## config.mk

```make
export PLATFORM = sky130hd
export DESIGN_NAME = ssu_sync_serial_unit
export DESIGN_NICKNAME = d
export VERILOG_FILES = /design/src/ssu_pkg.sv /design/src/ssu_reg_if.sv /design/src/ssu_sync2.sv /design/src/ssu_sync_serial_unit.sv
export SDC_FILE = /design/constraint.sdc
export NUM_CORES = 1
export LEC_CHECK = 0
export BUFFER_PORTS_ARGS = -buffer_cell sky130_fd_sc_hd__buf_2
export CORE_ASPECT_RATIO = 1.75
export CORE_MARGIN = 4
export CORE_UTILIZATION = 60
export CTS_CLUSTER_DIAMETER = 60
export CTS_CLUSTER_SIZE = 12
export DETAILED_ROUTE_END_ITERATION = 10
export PLACE_DENSITY_LB_ADDON = 0.08
export SLEW_MARGIN = 20
export SYNTH_ARGS = -nofsm -noshare
export SYNTH_HDL_FRONTEND = slang
export SYNTH_SLANG_ARGS = --single-unit
```

## constraint.sdc

```tcl
create_clock -name pclk -period 2.9 [get_ports pclk]
set_input_delay 0.58 -clock pclk [delete_from_list [all_inputs] [get_ports pclk]]
set_output_delay 0.58 -clock pclk [all_outputs]
set_load 0.02 [all_outputs]
```

## src/ssu_pkg.sv

```systemverilog
// shared constants and types for the two-channel synchronous serial unit
package ssu_pkg;

	// ==========================================================
	// register indexes (byte address = 4 * index)
	localparam logic [15:0] IDX_BUF_LO0 = 16'hf280;
	localparam logic [15:0] IDX_BUF_HI0 = 16'hf281;
	localparam logic [15:0] IDX_CTRL0 = 16'hf282;
	localparam logic [15:0] IDX_FMT0 = 16'hf284;
	localparam logic [15:0] IDX_CLK0 = 16'hf285;
	localparam logic [15:0] IDX_BUF_LO1 = 16'hf288;
	localparam logic [15:0] IDX_BUF_HI1 = 16'hf289;
	localparam logic [15:0] IDX_CTRL1 = 16'hf28a;
	localparam logic [15:0] IDX_FMT1 = 16'hf28c;
	localparam logic [15:0] IDX_CLK1 = 16'hf28d;
	localparam logic [15:0] IDX_BLOCK_CTRL2 = 16'hf290;

	// ==========================================================
	// field positions, masks and reset values
	localparam int CTRL_START = 0;
	localparam int FMT_BIT_ORDER = 0;
	localparam int FMT_OP_LO = 1;
	localparam int FMT_OP_HI = 2;
	localparam int FMT_WORD_LEN = 3;
	localparam int CLK_PHASE = 4;
	localparam int BLK_DIS0 = 0;
	localparam int BLK_DIS1 = 1;
	localparam logic [7:0] FMT_MASK = 8'h0f;
	localparam logic [7:0] CLK_MASK = 8'h1f;
	localparam logic [7:0] REG_RESET = 8'h00;
	localparam logic [1:0] BLK_RESET = 2'h0;
	localparam logic [15:0] BUF_RESET = 16'h0000;

	// ==========================================================
	// clock-select codes
	localparam logic [3:0] CK_LS_DIV1 = 4'h0;
	localparam logic [3:0] CK_LS_DIV2 = 4'h1;
	localparam logic [3:0] CK_HS_DIV4 = 4'h2;
	localparam logic [3:0] CK_HS_DIV8 = 4'h3;
	localparam logic [3:0] CK_HS_DIV16 = 4'h4;
	localparam logic [3:0] CK_HS_DIV32 = 4'h5;
	localparam logic [3:0] CK_EXT_MAIN = 4'h6;
	localparam logic [3:0] CK_EXT_ALT = 4'h7;
	localparam logic [3:0] CK_HS_DIV1 = 4'h8;
	localparam logic [3:0] CK_HS_DIV2 = 4'h9;

	// ==========================================================
	// timing: pclk, high-speed and low-speed source periods
	localparam int CLK_PERIOD_NS = 4;
	localparam int HS_PERIOD_NS = 240;
	localparam int LS_PERIOD_NS = 30518;
	localparam int HS_CYCLES = HS_PERIOD_NS / CLK_PERIOD_NS;
	localparam int LS_CYCLES = LS_PERIOD_NS / CLK_PERIOD_NS;
	localparam logic [3:0] LAST_BIT8 = 4'h7;
	localparam logic [3:0] LAST_BIT16 = 4'hf;

	// ==========================================================
	// channel shift state, one-hot
	typedef enum logic [2:0] {
		ST_IDLE = 3'b001,
		ST_WAIT_LEAD = 3'b010,
		ST_WAIT_TRAIL = 3'b100
	} ssu_state_t;

endpackage : ssu_pkg

```

## src/ssu_reg_if.sv

```systemverilog
// register access link between the bus front end and one channel
`timescale 1ns/1ps
interface ssu_reg_if;
	logic block_off;
	logic wr_buf_lo;
	logic wr_buf_hi;
	logic wr_ctrl;
	logic wr_fmt;
	logic wr_clk;
	logic [15:0] wdata;
	logic [15:0] rx;
	logic [7:0] ctrl;
	logic [7:0] fmt;
	logic [7:0] clk;

	modport regs (
		output block_off, wr_buf_lo, wr_buf_hi, wr_ctrl, wr_fmt, wr_clk, wdata,
		input rx, ctrl, fmt, clk
	);
	modport chan (
		input block_off, wr_buf_lo, wr_buf_hi, wr_ctrl, wr_fmt, wr_clk, wdata,
		output rx, ctrl, fmt, clk
	);
endinterface : ssu_reg_if

```

## src/ssu_sync2.sv

```systemverilog
// two-flop synchroniser for pin inputs
`timescale 1ns/1ps
module ssu_sync2 #(
	parameter int W = 1
) (
	input wire logic pclk,
	input wire logic presetn,
	input wire logic [W-1:0] d,
	output logic [W-1:0] q
);
	logic [W-1:0] meta;

	// ==========================================================
	// first stage feeds only the second
	always_ff @(posedge pclk or negedge presetn)
	begin
		if (!presetn)
		begin
			meta <= '1;
			q <= '1;
		end
		else
		begin
			meta <= d;
			q <= meta;
		end
	end
endmodule : ssu_sync2

```

## src/ssu_sync_serial_unit.sv

```systemverilog
// two-channel synchronous serial unit with apb register front end
//
// Operation
// - channel 0 held reset while disabled
// - channel 1 held reset while disabled
// - two independent 8/16-bit serial channels
// - buffer write loads tx, read returns rx
// - start bit begins transfer, hardware clears
// - reset clears every start bit
// - format bit 0 selects lsb/msb first
// - format bits 2:1 select operation
// - format bit 3 selects 8/16 bits
// - clock-select code chooses transfer clock rate
// - internal clock master, external clock slave
// - clock bit 4 selects output phase
// - phase 0 idles high, 1 low
// - completion pulses done, clears start
// - receive-only holds serial out high
`timescale 1ns/1ps
module ssu_channel
	import ssu_pkg::*;
#(
	parameter int LS_CYC = ssu_pkg::LS_CYCLES,
	parameter bit HAS_ALT = 1'b0
) (
	input wire logic pclk,
	input wire logic presetn,
	ssu_reg_if.chan rif,
	input wire logic sin_pin,
	input wire logic sck_in,
	input wire logic alt_sck_in,
	output logic sck_out,
	output logic sck_oe_n,
	output logic sout,
	output logic done
);
	typedef struct packed {
		ssu_state_t state;
		logic [7:0] fmt;
		logic [7:0] clk;
		logic start;
		logic [15:0] tx;
		logic [15:0] rx;
		logic [3:0] cnt;
		logic [15:0] timer;
		logic sck;
		logic sout;
		logic sck_prev;
		logic done;
	} ssu_chan_t;

	localparam ssu_chan_t CH_RESET = '{
		state: ST_IDLE, fmt: REG_RESET, clk: REG_RESET, start: 1'b0,
		tx: BUF_RESET, rx: BUF_RESET, cnt: 4'h0, timer: 16'h0000,
		sck: 1'b1, sout: 1'b1, sck_prev: 1'b1, done: 1'b0
	};
	localparam logic [15:0] LS_HALF = 16'(LS_CYC / 2);
	localparam logic [15:0] LS_FULL = 16'(LS_CYC);
	localparam logic [15:0] HS_HALF = 16'(HS_CYCLES / 2);
	localparam logic [15:0] HS_FULL = 16'(HS_CYCLES);

	ssu_chan_t cur;
	ssu_chan_t next_cur;
	logic [2:0] pins_sync;
	logic s_sin;
	logic s_sck;
	logic s_alt;
	logic [3:0] code;
	logic master;
	logic legal;
	logic idle_lvl;
	logic tx_en;
	logic rx_en;
	logic lead;
	logic trail;
	logic ext_sck;
	logic [3:0] last;
	logic [3:0] idx;
	logic [15:0] half;

	// ==========================================================
	// pin synchronisers
	ssu_sync2 #(.W(3)) u_sync (
		.pclk(pclk),
		.presetn(presetn),
		.d({alt_sck_in, sck_in, sin_pin}),
		.q(pins_sync)
	);
	assign s_sin = pins_sync[0];
	assign s_sck = pins_sync[1];
	assign s_alt = pins_sync[2];

	// ==========================================================
	// mode decode
	always_comb
	begin
		code = cur.clk[3:0];
		idle_lvl = ~cur.clk[CLK_PHASE];
		tx_en = cur.fmt[FMT_OP_HI];
		rx_en = cur.fmt[FMT_OP_LO];
		last = cur.fmt[FMT_WORD_LEN] ? LAST_BIT16 : LAST_BIT8;
		idx = cur.fmt[FMT_BIT_ORDER] ? last - cur.cnt : cur.cnt;
		master = 1'b1;
		legal = 1'b1;
		half = LS_HALF;
		// transfer clock rate per code, half period in pclk cycles
		case (code)
			CK_LS_DIV1: half = LS_HALF;
			CK_LS_DIV2: half = LS_FULL;
			CK_HS_DIV4: half = 16'(HS_CYCLES * 2);
			CK_HS_DIV8: half = 16'(HS_CYCLES * 4);
			CK_HS_DIV16: half = 16'(HS_CYCLES * 8);
			CK_HS_DIV32: half = 16'(HS_CYCLES * 16);
			CK_HS_DIV1: half = HS_HALF;
			CK_HS_DIV2: half = HS_FULL;
			CK_EXT_MAIN: master = 1'b0;
			CK_EXT_ALT:
			begin
				master = 1'b0;
				legal = HAS_ALT;
			end
			default:
			begin
				master = 1'b0;
				legal = 1'b0;
			end
		endcase
		if (half == 16'h0000)
			half = 16'h0001;
		ext_sck = (HAS_ALT && code == CK_EXT_ALT) ? s_alt : s_sck;
		// edges relative to the idle level
		if (master)
		begin
			lead = cur.state == ST_WAIT_LEAD && cur.timer == 16'h0000;
			trail = cur.state == ST_WAIT_TRAIL && cur.timer == 16'h0000;
		end
		else
		begin
			lead = ext_sck != idle_lvl && cur.sck_prev == idle_lvl;
			trail = ext_sck == idle_lvl && cur.sck_prev != idle_lvl;
		end
	end

	// ==========================================================
	// registers and shift engine
	always_comb
	begin
		next_cur = cur;
		next_cur.done = 1'b0;
		next_cur.sck_prev = ext_sck;
		if (cur.timer != 16'h0000)
			next_cur.timer = cur.timer - 16'h0001;
		// transfer sequencing, one bit per clock period
		case (cur.state)
			ST_IDLE:
			begin
				next_cur.sck = idle_lvl;
				next_cur.sout = 1'b1;
			end
			ST_WAIT_LEAD:
			begin
				if (lead)
				begin
					next_cur.sck = ~idle_lvl;
					next_cur.sout = tx_en ? cur.tx[idx] : 1'b1;
					next_cur.timer = half - 16'h0001;
					next_cur.state = ST_WAIT_TRAIL;
				end
			end
			ST_WAIT_TRAIL:
			begin
				if (trail)
				begin
					next_cur.sck = idle_lvl;
					if (rx_en)
						next_cur.rx[idx] = s_sin;
					next_cur.timer = half - 16'h0001;
					if (cur.cnt == last)
					begin
						next_cur.state = ST_IDLE;
						next_cur.start = 1'b0;
						next_cur.done = 1'b1;
						// last bit holds one cycle past the final sample, idle then drives high
					end
					else
					begin
						next_cur.cnt = cur.cnt + 4'h1;
						next_cur.state = ST_WAIT_LEAD;
					end
				end
			end
			default: next_cur.state = ST_IDLE;
		endcase
		// software writes
		if (rif.wr_buf_lo)
			next_cur.tx[7:0] = rif.wdata[7:0];
		if (rif.wr_buf_hi)
			next_cur.tx[15:8] = rif.wdata[15:8];
		if (rif.wr_fmt)
			next_cur.fmt = rif.wdata[7:0] & FMT_MASK;
		if (rif.wr_clk)
			next_cur.clk = rif.wdata[7:0] & CLK_MASK;
		// start accepted only when idle with a usable mode
		if (rif.wr_ctrl && rif.wdata[CTRL_START] && !cur.start && legal
			&& (tx_en || rx_en))
		begin
			next_cur.start = 1'b1;
			next_cur.cnt = 4'h0;
			next_cur.timer = half - 16'h0001;
			next_cur.state = ST_WAIT_LEAD;
		end
		// block disable holds everything at reset
		if (rif.block_off)
			next_cur = CH_RESET;
	end

	// state register
	always_ff @(posedge pclk or negedge presetn)
	begin
		if (!presetn)
			cur <= CH_RESET;
		else
			cur <= next_cur;
	end

	// ==========================================================
	// outputs
	assign sck_out = cur.sck;
	assign sck_oe_n = ~(master && !rif.block_off);
	assign sout = cur.sout;
	assign done = cur.done;
	assign rif.rx = cur.rx;
	assign rif.ctrl = {7'h00, cur.start};
	assign rif.fmt = cur.fmt;
	assign rif.clk = cur.clk;
endmodule : ssu_channel

module ssu_sync_serial_unit
	import ssu_pkg::*;
#(
	parameter int LS_CYC = ssu_pkg::LS_CYCLES
) (
	input wire logic pclk,
	input wire logic presetn,
	input wire logic psel,
	input wire logic penable,
	input wire logic pwrite,
	input wire logic [31:0] paddr,
	input wire logic [31:0] pwdata,
	input wire logic [3:0] pstrb,
	output logic [31:0] prdata,
	output logic pready,
	output logic pslverr,
	input wire logic ch0_serial_in_pin,
	input wire logic ch0_serial_clock_pin_in,
	input wire logic ch0_alt_serial_clock_pin_in,
	output logic ch0_serial_clock_pin_out,
	output logic ch0_serial_clock_pin_oe_n,
	output logic ch0_serial_out_pin,
	output logic ch0_transfer_done,
	input wire logic ch1_serial_in_pin,
	input wire logic ch1_serial_clock_pin_in,
	output logic ch1_serial_clock_pin_out,
	output logic ch1_serial_clock_pin_oe_n,
	output logic ch1_serial_out_pin,
	output logic ch1_transfer_done
);
	typedef struct packed {
		logic [1:0] blk;
		logic [31:0] rdata;
		logic slverr;
	} ssu_bus_t;

	ssu_bus_t cur;
	ssu_bus_t next_cur;
	ssu_reg_if rif0 ();
	ssu_reg_if rif1 ();
	logic [15:0] idx;
	logic [31:0] rd;
	logic miss;
	logic wr;
	logic [4:0] w0;
	logic [4:0] w1;
	logic [15:0] wd;

	// ==========================================================
	// apb decode, read data latched in setup, write in access
	always_comb
	begin
		next_cur = cur;
		idx = paddr[17:2];
		wr = psel && penable && pwrite;
		rd = 32'h00000000;
		miss = 1'b0;
		w0 = 5'h00;
		w1 = 5'h00;
		wd = pwdata[15:0];
		// w bits: buf_lo, buf_hi, ctrl, fmt, clk
		case (idx)
			IDX_BUF_LO0:
			begin
				rd = {16'h0000, rif0.rx};
				w0[0] = pstrb[0];
				w0[1] = pstrb[1];
			end
			IDX_BUF_HI0:
			begin
				rd = {24'h000000, rif0.rx[15:8]};
				w0[1] = pstrb[0];
				wd = {pwdata[7:0], 8'h00};
			end
			IDX_CTRL0: begin rd = {24'h000000, rif0.ctrl}; w0[2] = pstrb[0]; end
			IDX_FMT0: begin rd = {24'h000000, rif0.fmt}; w0[3] = pstrb[0]; end
			IDX_CLK0: begin rd = {24'h000000, rif0.clk}; w0[4] = pstrb[0]; end
			IDX_BUF_LO1:
			begin
				rd = {16'h0000, rif1.rx};
				w1[0] = pstrb[0];
				w1[1] = pstrb[1];
			end
			IDX_BUF_HI1:
			begin
				rd = {24'h000000, rif1.rx[15:8]};
				w1[1] = pstrb[0];
				wd = {pwdata[7:0], 8'h00};
			end
			IDX_CTRL1: begin rd = {24'h000000, rif1.ctrl}; w1[2] = pstrb[0]; end
			IDX_FMT1: begin rd = {24'h000000, rif1.fmt}; w1[3] = pstrb[0]; end
			IDX_CLK1: begin rd = {24'h000000, rif1.clk}; w1[4] = pstrb[0]; end
			IDX_BLOCK_CTRL2:
			begin
				rd = {30'h00000000, cur.blk};
				if (wr && pstrb[0])
					next_cur.blk = pwdata[1:0];
			end
			default: miss = 1'b1;
		endcase
		if (paddr[31:18] != 14'h0000 || paddr[1:0] != 2'h0)
		begin
			miss = 1'b1;
			rd = 32'h00000000;
			w0 = 5'h00;
			w1 = 5'h00;
			next_cur.blk = cur.blk;
		end
		if (!wr)
		begin
			w0 = 5'h00;
			w1 = 5'h00;
		end
		if (psel && !penable)
		begin
			next_cur.rdata = pwrite ? 32'h00000000 : rd;
			next_cur.slverr = miss;
		end
	end

	// bus state register
	always_ff @(posedge pclk or negedge presetn)
	begin
		if (!presetn)
			cur <= '{blk: BLK_RESET, rdata: 32'h00000000, slverr: 1'b0};
		else
			cur <= next_cur;
	end

	// ==========================================================
	// channel links
	assign rif0.block_off = cur.blk[BLK_DIS0];
	assign rif1.block_off = cur.blk[BLK_DIS1];
	assign {rif0.wr_clk, rif0.wr_fmt, rif0.wr_ctrl, rif0.wr_buf_hi, rif0.wr_buf_lo} = w0;
	assign {rif1.wr_clk, rif1.wr_fmt, rif1.wr_ctrl, rif1.wr_buf_hi, rif1.wr_buf_lo} = w1;
	assign rif0.wdata = wd;
	assign rif1.wdata = wd;
	assign prdata = cur.rdata;
	assign pslverr = cur.slverr;
	assign pready = psel && penable;

	// two independent channels, only channel 0 has an alternate clock pin
	ssu_channel #(.LS_CYC(LS_CYC), .HAS_ALT(1'b1)) u_ch0 (
		.pclk(pclk),
		.presetn(presetn),
		.rif(rif0.chan),
		.sin_pin(ch0_serial_in_pin),
		.sck_in(ch0_serial_clock_pin_in),
		.alt_sck_in(ch0_alt_serial_clock_pin_in),
		.sck_out(ch0_serial_clock_pin_out),
		.sck_oe_n(ch0_serial_clock_pin_oe_n),
		.sout(ch0_serial_out_pin),
		.done(ch0_transfer_done)
	);
	ssu_channel #(.LS_CYC(LS_CYC), .HAS_ALT(1'b0)) u_ch1 (
		.pclk(pclk),
		.presetn(presetn),
		.rif(rif1.chan),
		.sin_pin(ch1_serial_in_pin),
		.sck_in(ch1_serial_clock_pin_in),
		.alt_sck_in(1'b1),
		.sck_out(ch1_serial_clock_pin_out),
		.sck_oe_n(ch1_serial_clock_pin_oe_n),
		.sout(ch1_serial_out_pin),
		.done(ch1_transfer_done)
	);
endmodule : ssu_sync_serial_unit

```

==> results.py <==
metrics = {
    "placed_design": {
        "dp.cells": 1475,
        "routabilityCongestion": 1.00,
        "port_buffers": 85,
        "hpwlAfterDp_um": 23700,
        "placed_area_um2": 11500,
    },
    "logic_synthesis": {
        "syn_inst": 1155,
        "avgSynthCellArea_um2": 9.06,
        "yosysWarnings": 0,
        "synth_top_area_share": 0.357,
        "ys_seq_area_frac": 0.402,
        "synth-seq-cells": 167,
        "synth.most_common_cell": "dfrtp_1",
        "synth_top_cell_by_area": "dfrtp_1",
        "synthDistinctLibCells": 81,
        "synth-edff-count": 0,
        "synthTopCellsByArea": "dfrtp_1 36%, dfstp_2 4.5%, nor2_1 4.4%, mux2i_1 4.2%, nand2_1 3.4%",
        "synthArstFlopShare": 1.00,
        "synth_area_um2": 10500,
        "ys.flop_type": "dfrtp_1",
        "synth_common_cells": "149 x dfrtp_1, 123 x nor2_1, 95 x nand2_1, 69 x clkbuf_1, 68 x o21ai_0",
    },
    "route": {
        "drc": 0,
        "avgViaCountPerCell": 6.36,
        "ant_nets": 0,
        "initialDrtViolationCount": 609,
        "vias": 9580,
        "wl_um": 31600,
        "first_pass_iters": 8,
        "avgRoutedWirePerCell_um": 21.0,
    },
    "floorplan": {
        "fp.dieW_um": 108,
        "core_region_area_um2": 17000,
        "die_y_um": 183,
        "io_pins": 120,
        "start_util": 0.614,
        "fp-row-count": 63,
        "die_area_um2": 19700,
    },
    "sta": {
        "min_period_ns": 2.76,
        "setup_viol": 0,
        "worst_slew_pin_slew_ns": 0.809,
        "hold_viol_final": 0,
        "finalSetupTns_ns": 0,
        "rsz0062_at_grt": "no",
        "slew_viol_final": 0,
        "fmax_mhz": 362,
        "hold_slack_ns": 0.0119,
        "fin_skew_ns": 0.0177,
        "max_slew_margin": 0.458,
        "fin_crit_sh": 0.952,
    },
    "clock_network": {
        "clock-sinks": 167,
        "cts_buffer_depth": 2,
        "post_cts_buffers": 0,
        "clockRootBuffer": "clkbuf_16",
        "numCtsBuffers": 17,
        "cts.reportedPaths.clkPinSlew_ns": 0.06,
        "hold_buffers": 0,
        "clk_latency_ns": 0.44,
        "tritoncts": "yes",
        "htree_num_levels": 4,
        "cts_resized": 0,
    },
    "pwr": {
        "power_density_nw_per_um2": 401,
        "worst_ir_drop_vdd_v": 0.000332,
        "p_leak_nw": 5.14,
    },
    "cells_and_area": {
        "finalNonFillerCells": 1507,
        "syn_to_final_growth_pct": 16.1,
        "fillCellCount": 1403,
        "ff_latch_area_um2": 4200,
        "fin_nets": 1351,
        "finalInstanceArea_um2": 12100,
        "drive_gt1_frac": 0.227,
        "diodes": 0,
        "multi_input_area_um2": 5790,
    },
    "critical_path": {
        "critPathLaunchType": "register",
        "cp-end-kind": "register",
        "worstPathArrival_ns": 3.10,
        "cp_max_fo": 8,
        "crit_type": "register to register",
        "cp.required_ns": 3.24,
    },
    "run_status": {
        "status": "complete, no violations",
    },
    "run": {
        "cap_violations": 0,
    },
    "global_routing": {
        "grt_use_total": 0.330,
        "grt_pass1_wl_um": 50500,
        "grt_max_degree": 56,
        "antenna_found_initial": 0,
        "grt_overflow_total": 0,
        "grt_pass1_vias": 9675,
    },
    "worst_hold_path": {
        "hold_class": "input port to async pin",
    },
}
## final cells by class
class,count,share of cell area
Tap cell,227,0.0234
Clock inverter,10,0.00989
Inverter,23,0.00711
Sequential cell,167,0.346
Timing Repair Buffer,177,0.0976
Multi-Input combinational cell,881,0.477
Clock buffer,22,0.0391
## sequential cells by signal, summed over array words and instances (netlist names), 2 cells and up
| name | count |
|---|---|
| u_ch1.rif.rx | 16 |
| u_ch1.rif.fmt | 4 |
| u_ch1.u_sync.q | 2 |
| u_ch0.u_sync.q | 3 |
| u_ch0.rif.clk | 5 |
| u_ch0.rif.fmt | 4 |
| u_ch1.u_sync.meta | 2 |
| u_ch1.rif.clk | 5 |
| prdata | 16 |
| u_ch0.rif.rx | 16 |
| u_ch1.cur | 40 |
| cur | 2 |
| u_ch0.u_sync.meta | 3 |
| u_ch0.cur | 40 |
## path summary, 6_finish.rpt
kind | from | to | slack, ns | cells past startpoint
max | u_ch0.cur[11]$_DFF_PN0_ | u_ch0.sck_out$_DFFE_PN1P_ | 0.14 | 7
max reg2reg | u_ch0.cur[11]$_DFF_PN0_ | u_ch0.sck_out$_DFFE_PN1P_ | 0.14 | 7
min in group pclk | ch1_serial_clock_pin_in | u_ch1.u_sync.meta[1]$_DFF_PN1_ | 0.25 | 1
min reg2reg | u_ch1.u_sync.meta[0]$_DFF_PN1_ | u_ch1.u_sync.q[0]$_DFF_PN1_ | 0.36 | 0
max in group asynchronous | presetn | prdata[5]$_DFFE_PN0P_ | 2.13 | 2
min | presetn | u_ch0.done$_DFF_PN0_ | 0.01 | 1
## power breakdown
| group | switching (mW) | internal [mW] | total, mW |
|---|---|---|---|
| clock | 0.966 | 1.34 | 2.31 |
| combinational | 0.139 | 0.0687 | 0.208 |
| sequential | 0.00732 | 2.35 | 2.35 |
| total | 1.11 | 3.76 | 4.87 |
## critical path: stages, from the launching register on
cell and delay [ns]:
dfrtp_1 0.41, or4_4 0.58, or3_1 0.48, nor3_4 0.19, buf_4 0.19, o21ai_0 0.11, and4_1 0.24, or4_1 0.47
## layout by cell type (no fill, tap or decap), types with 14 or more instances in the layout
master       n
a21oi_1     58
inv_1       23
conb_1      16
a211oi_1    34
nor2_1     123
buf_2       84
nand2_1     95
dfstp_2     18
nor2b_1     16
o2111ai_1   19
nor3_1      36
nand2b_1    20
mux4_2      15
nor4_1      14
dfrtp_1    147
buf_4       87
clkbuf_16   17
nand3_1     32
mux2i_1     44
o21ai_0     67
o22ai_1     15
mux2_2      15
xnor2_1     20
o31ai_1     16
nand3b_1    21
## kinds of logic (layout without fill, tap and decap cells)
| logic type | count (synthesis) | count (layout) | synth area share |
|---|---|---|---|
| compound gates | 306 | 306 | 0.199 |
| xor+xnor | 33 | 33 | 0.0276 |
| fa+ha+maj | 8 | 8 | 0.00909 |
| buf+inv | 122 | 232 | 0.0522 |
| flops | 167 | 167 | 0.402 |
| mux | 74 | 74 | 0.0906 |
| other cells | 1 | 16 | 0.000359 |
| simple gates | 444 | 444 | 0.219 |
## layer usage
| metal | routed length, um | vias to the layer above | global-route usage |
|---|---|---|---|
| li1 | - | 4475 | - |
| met1 | 11200 | 4691 | 0.356 |
| met2 | 17300 | 308 | 0.599 |
| met3 | 1090 | 106 | 0.0418 |
| met4 | 2040 | 0 | 0.203 |
| met5 | 0 | - | 0 |
## through the flow
step	power (mW)	setup WS, ns	util
3_3_place_gp	2.60	-0.0994	0.677
3_5_place_dp	2.60	-0.119	0.677
2_1_floorplan	2.48	0.0286	-
4_1_cts	4.89	0.0231	0.712
5_1_grt	5.01	0.0131	0.713
6_report	4.87	0.138	0.713
(Power assumes the default switching activity.)
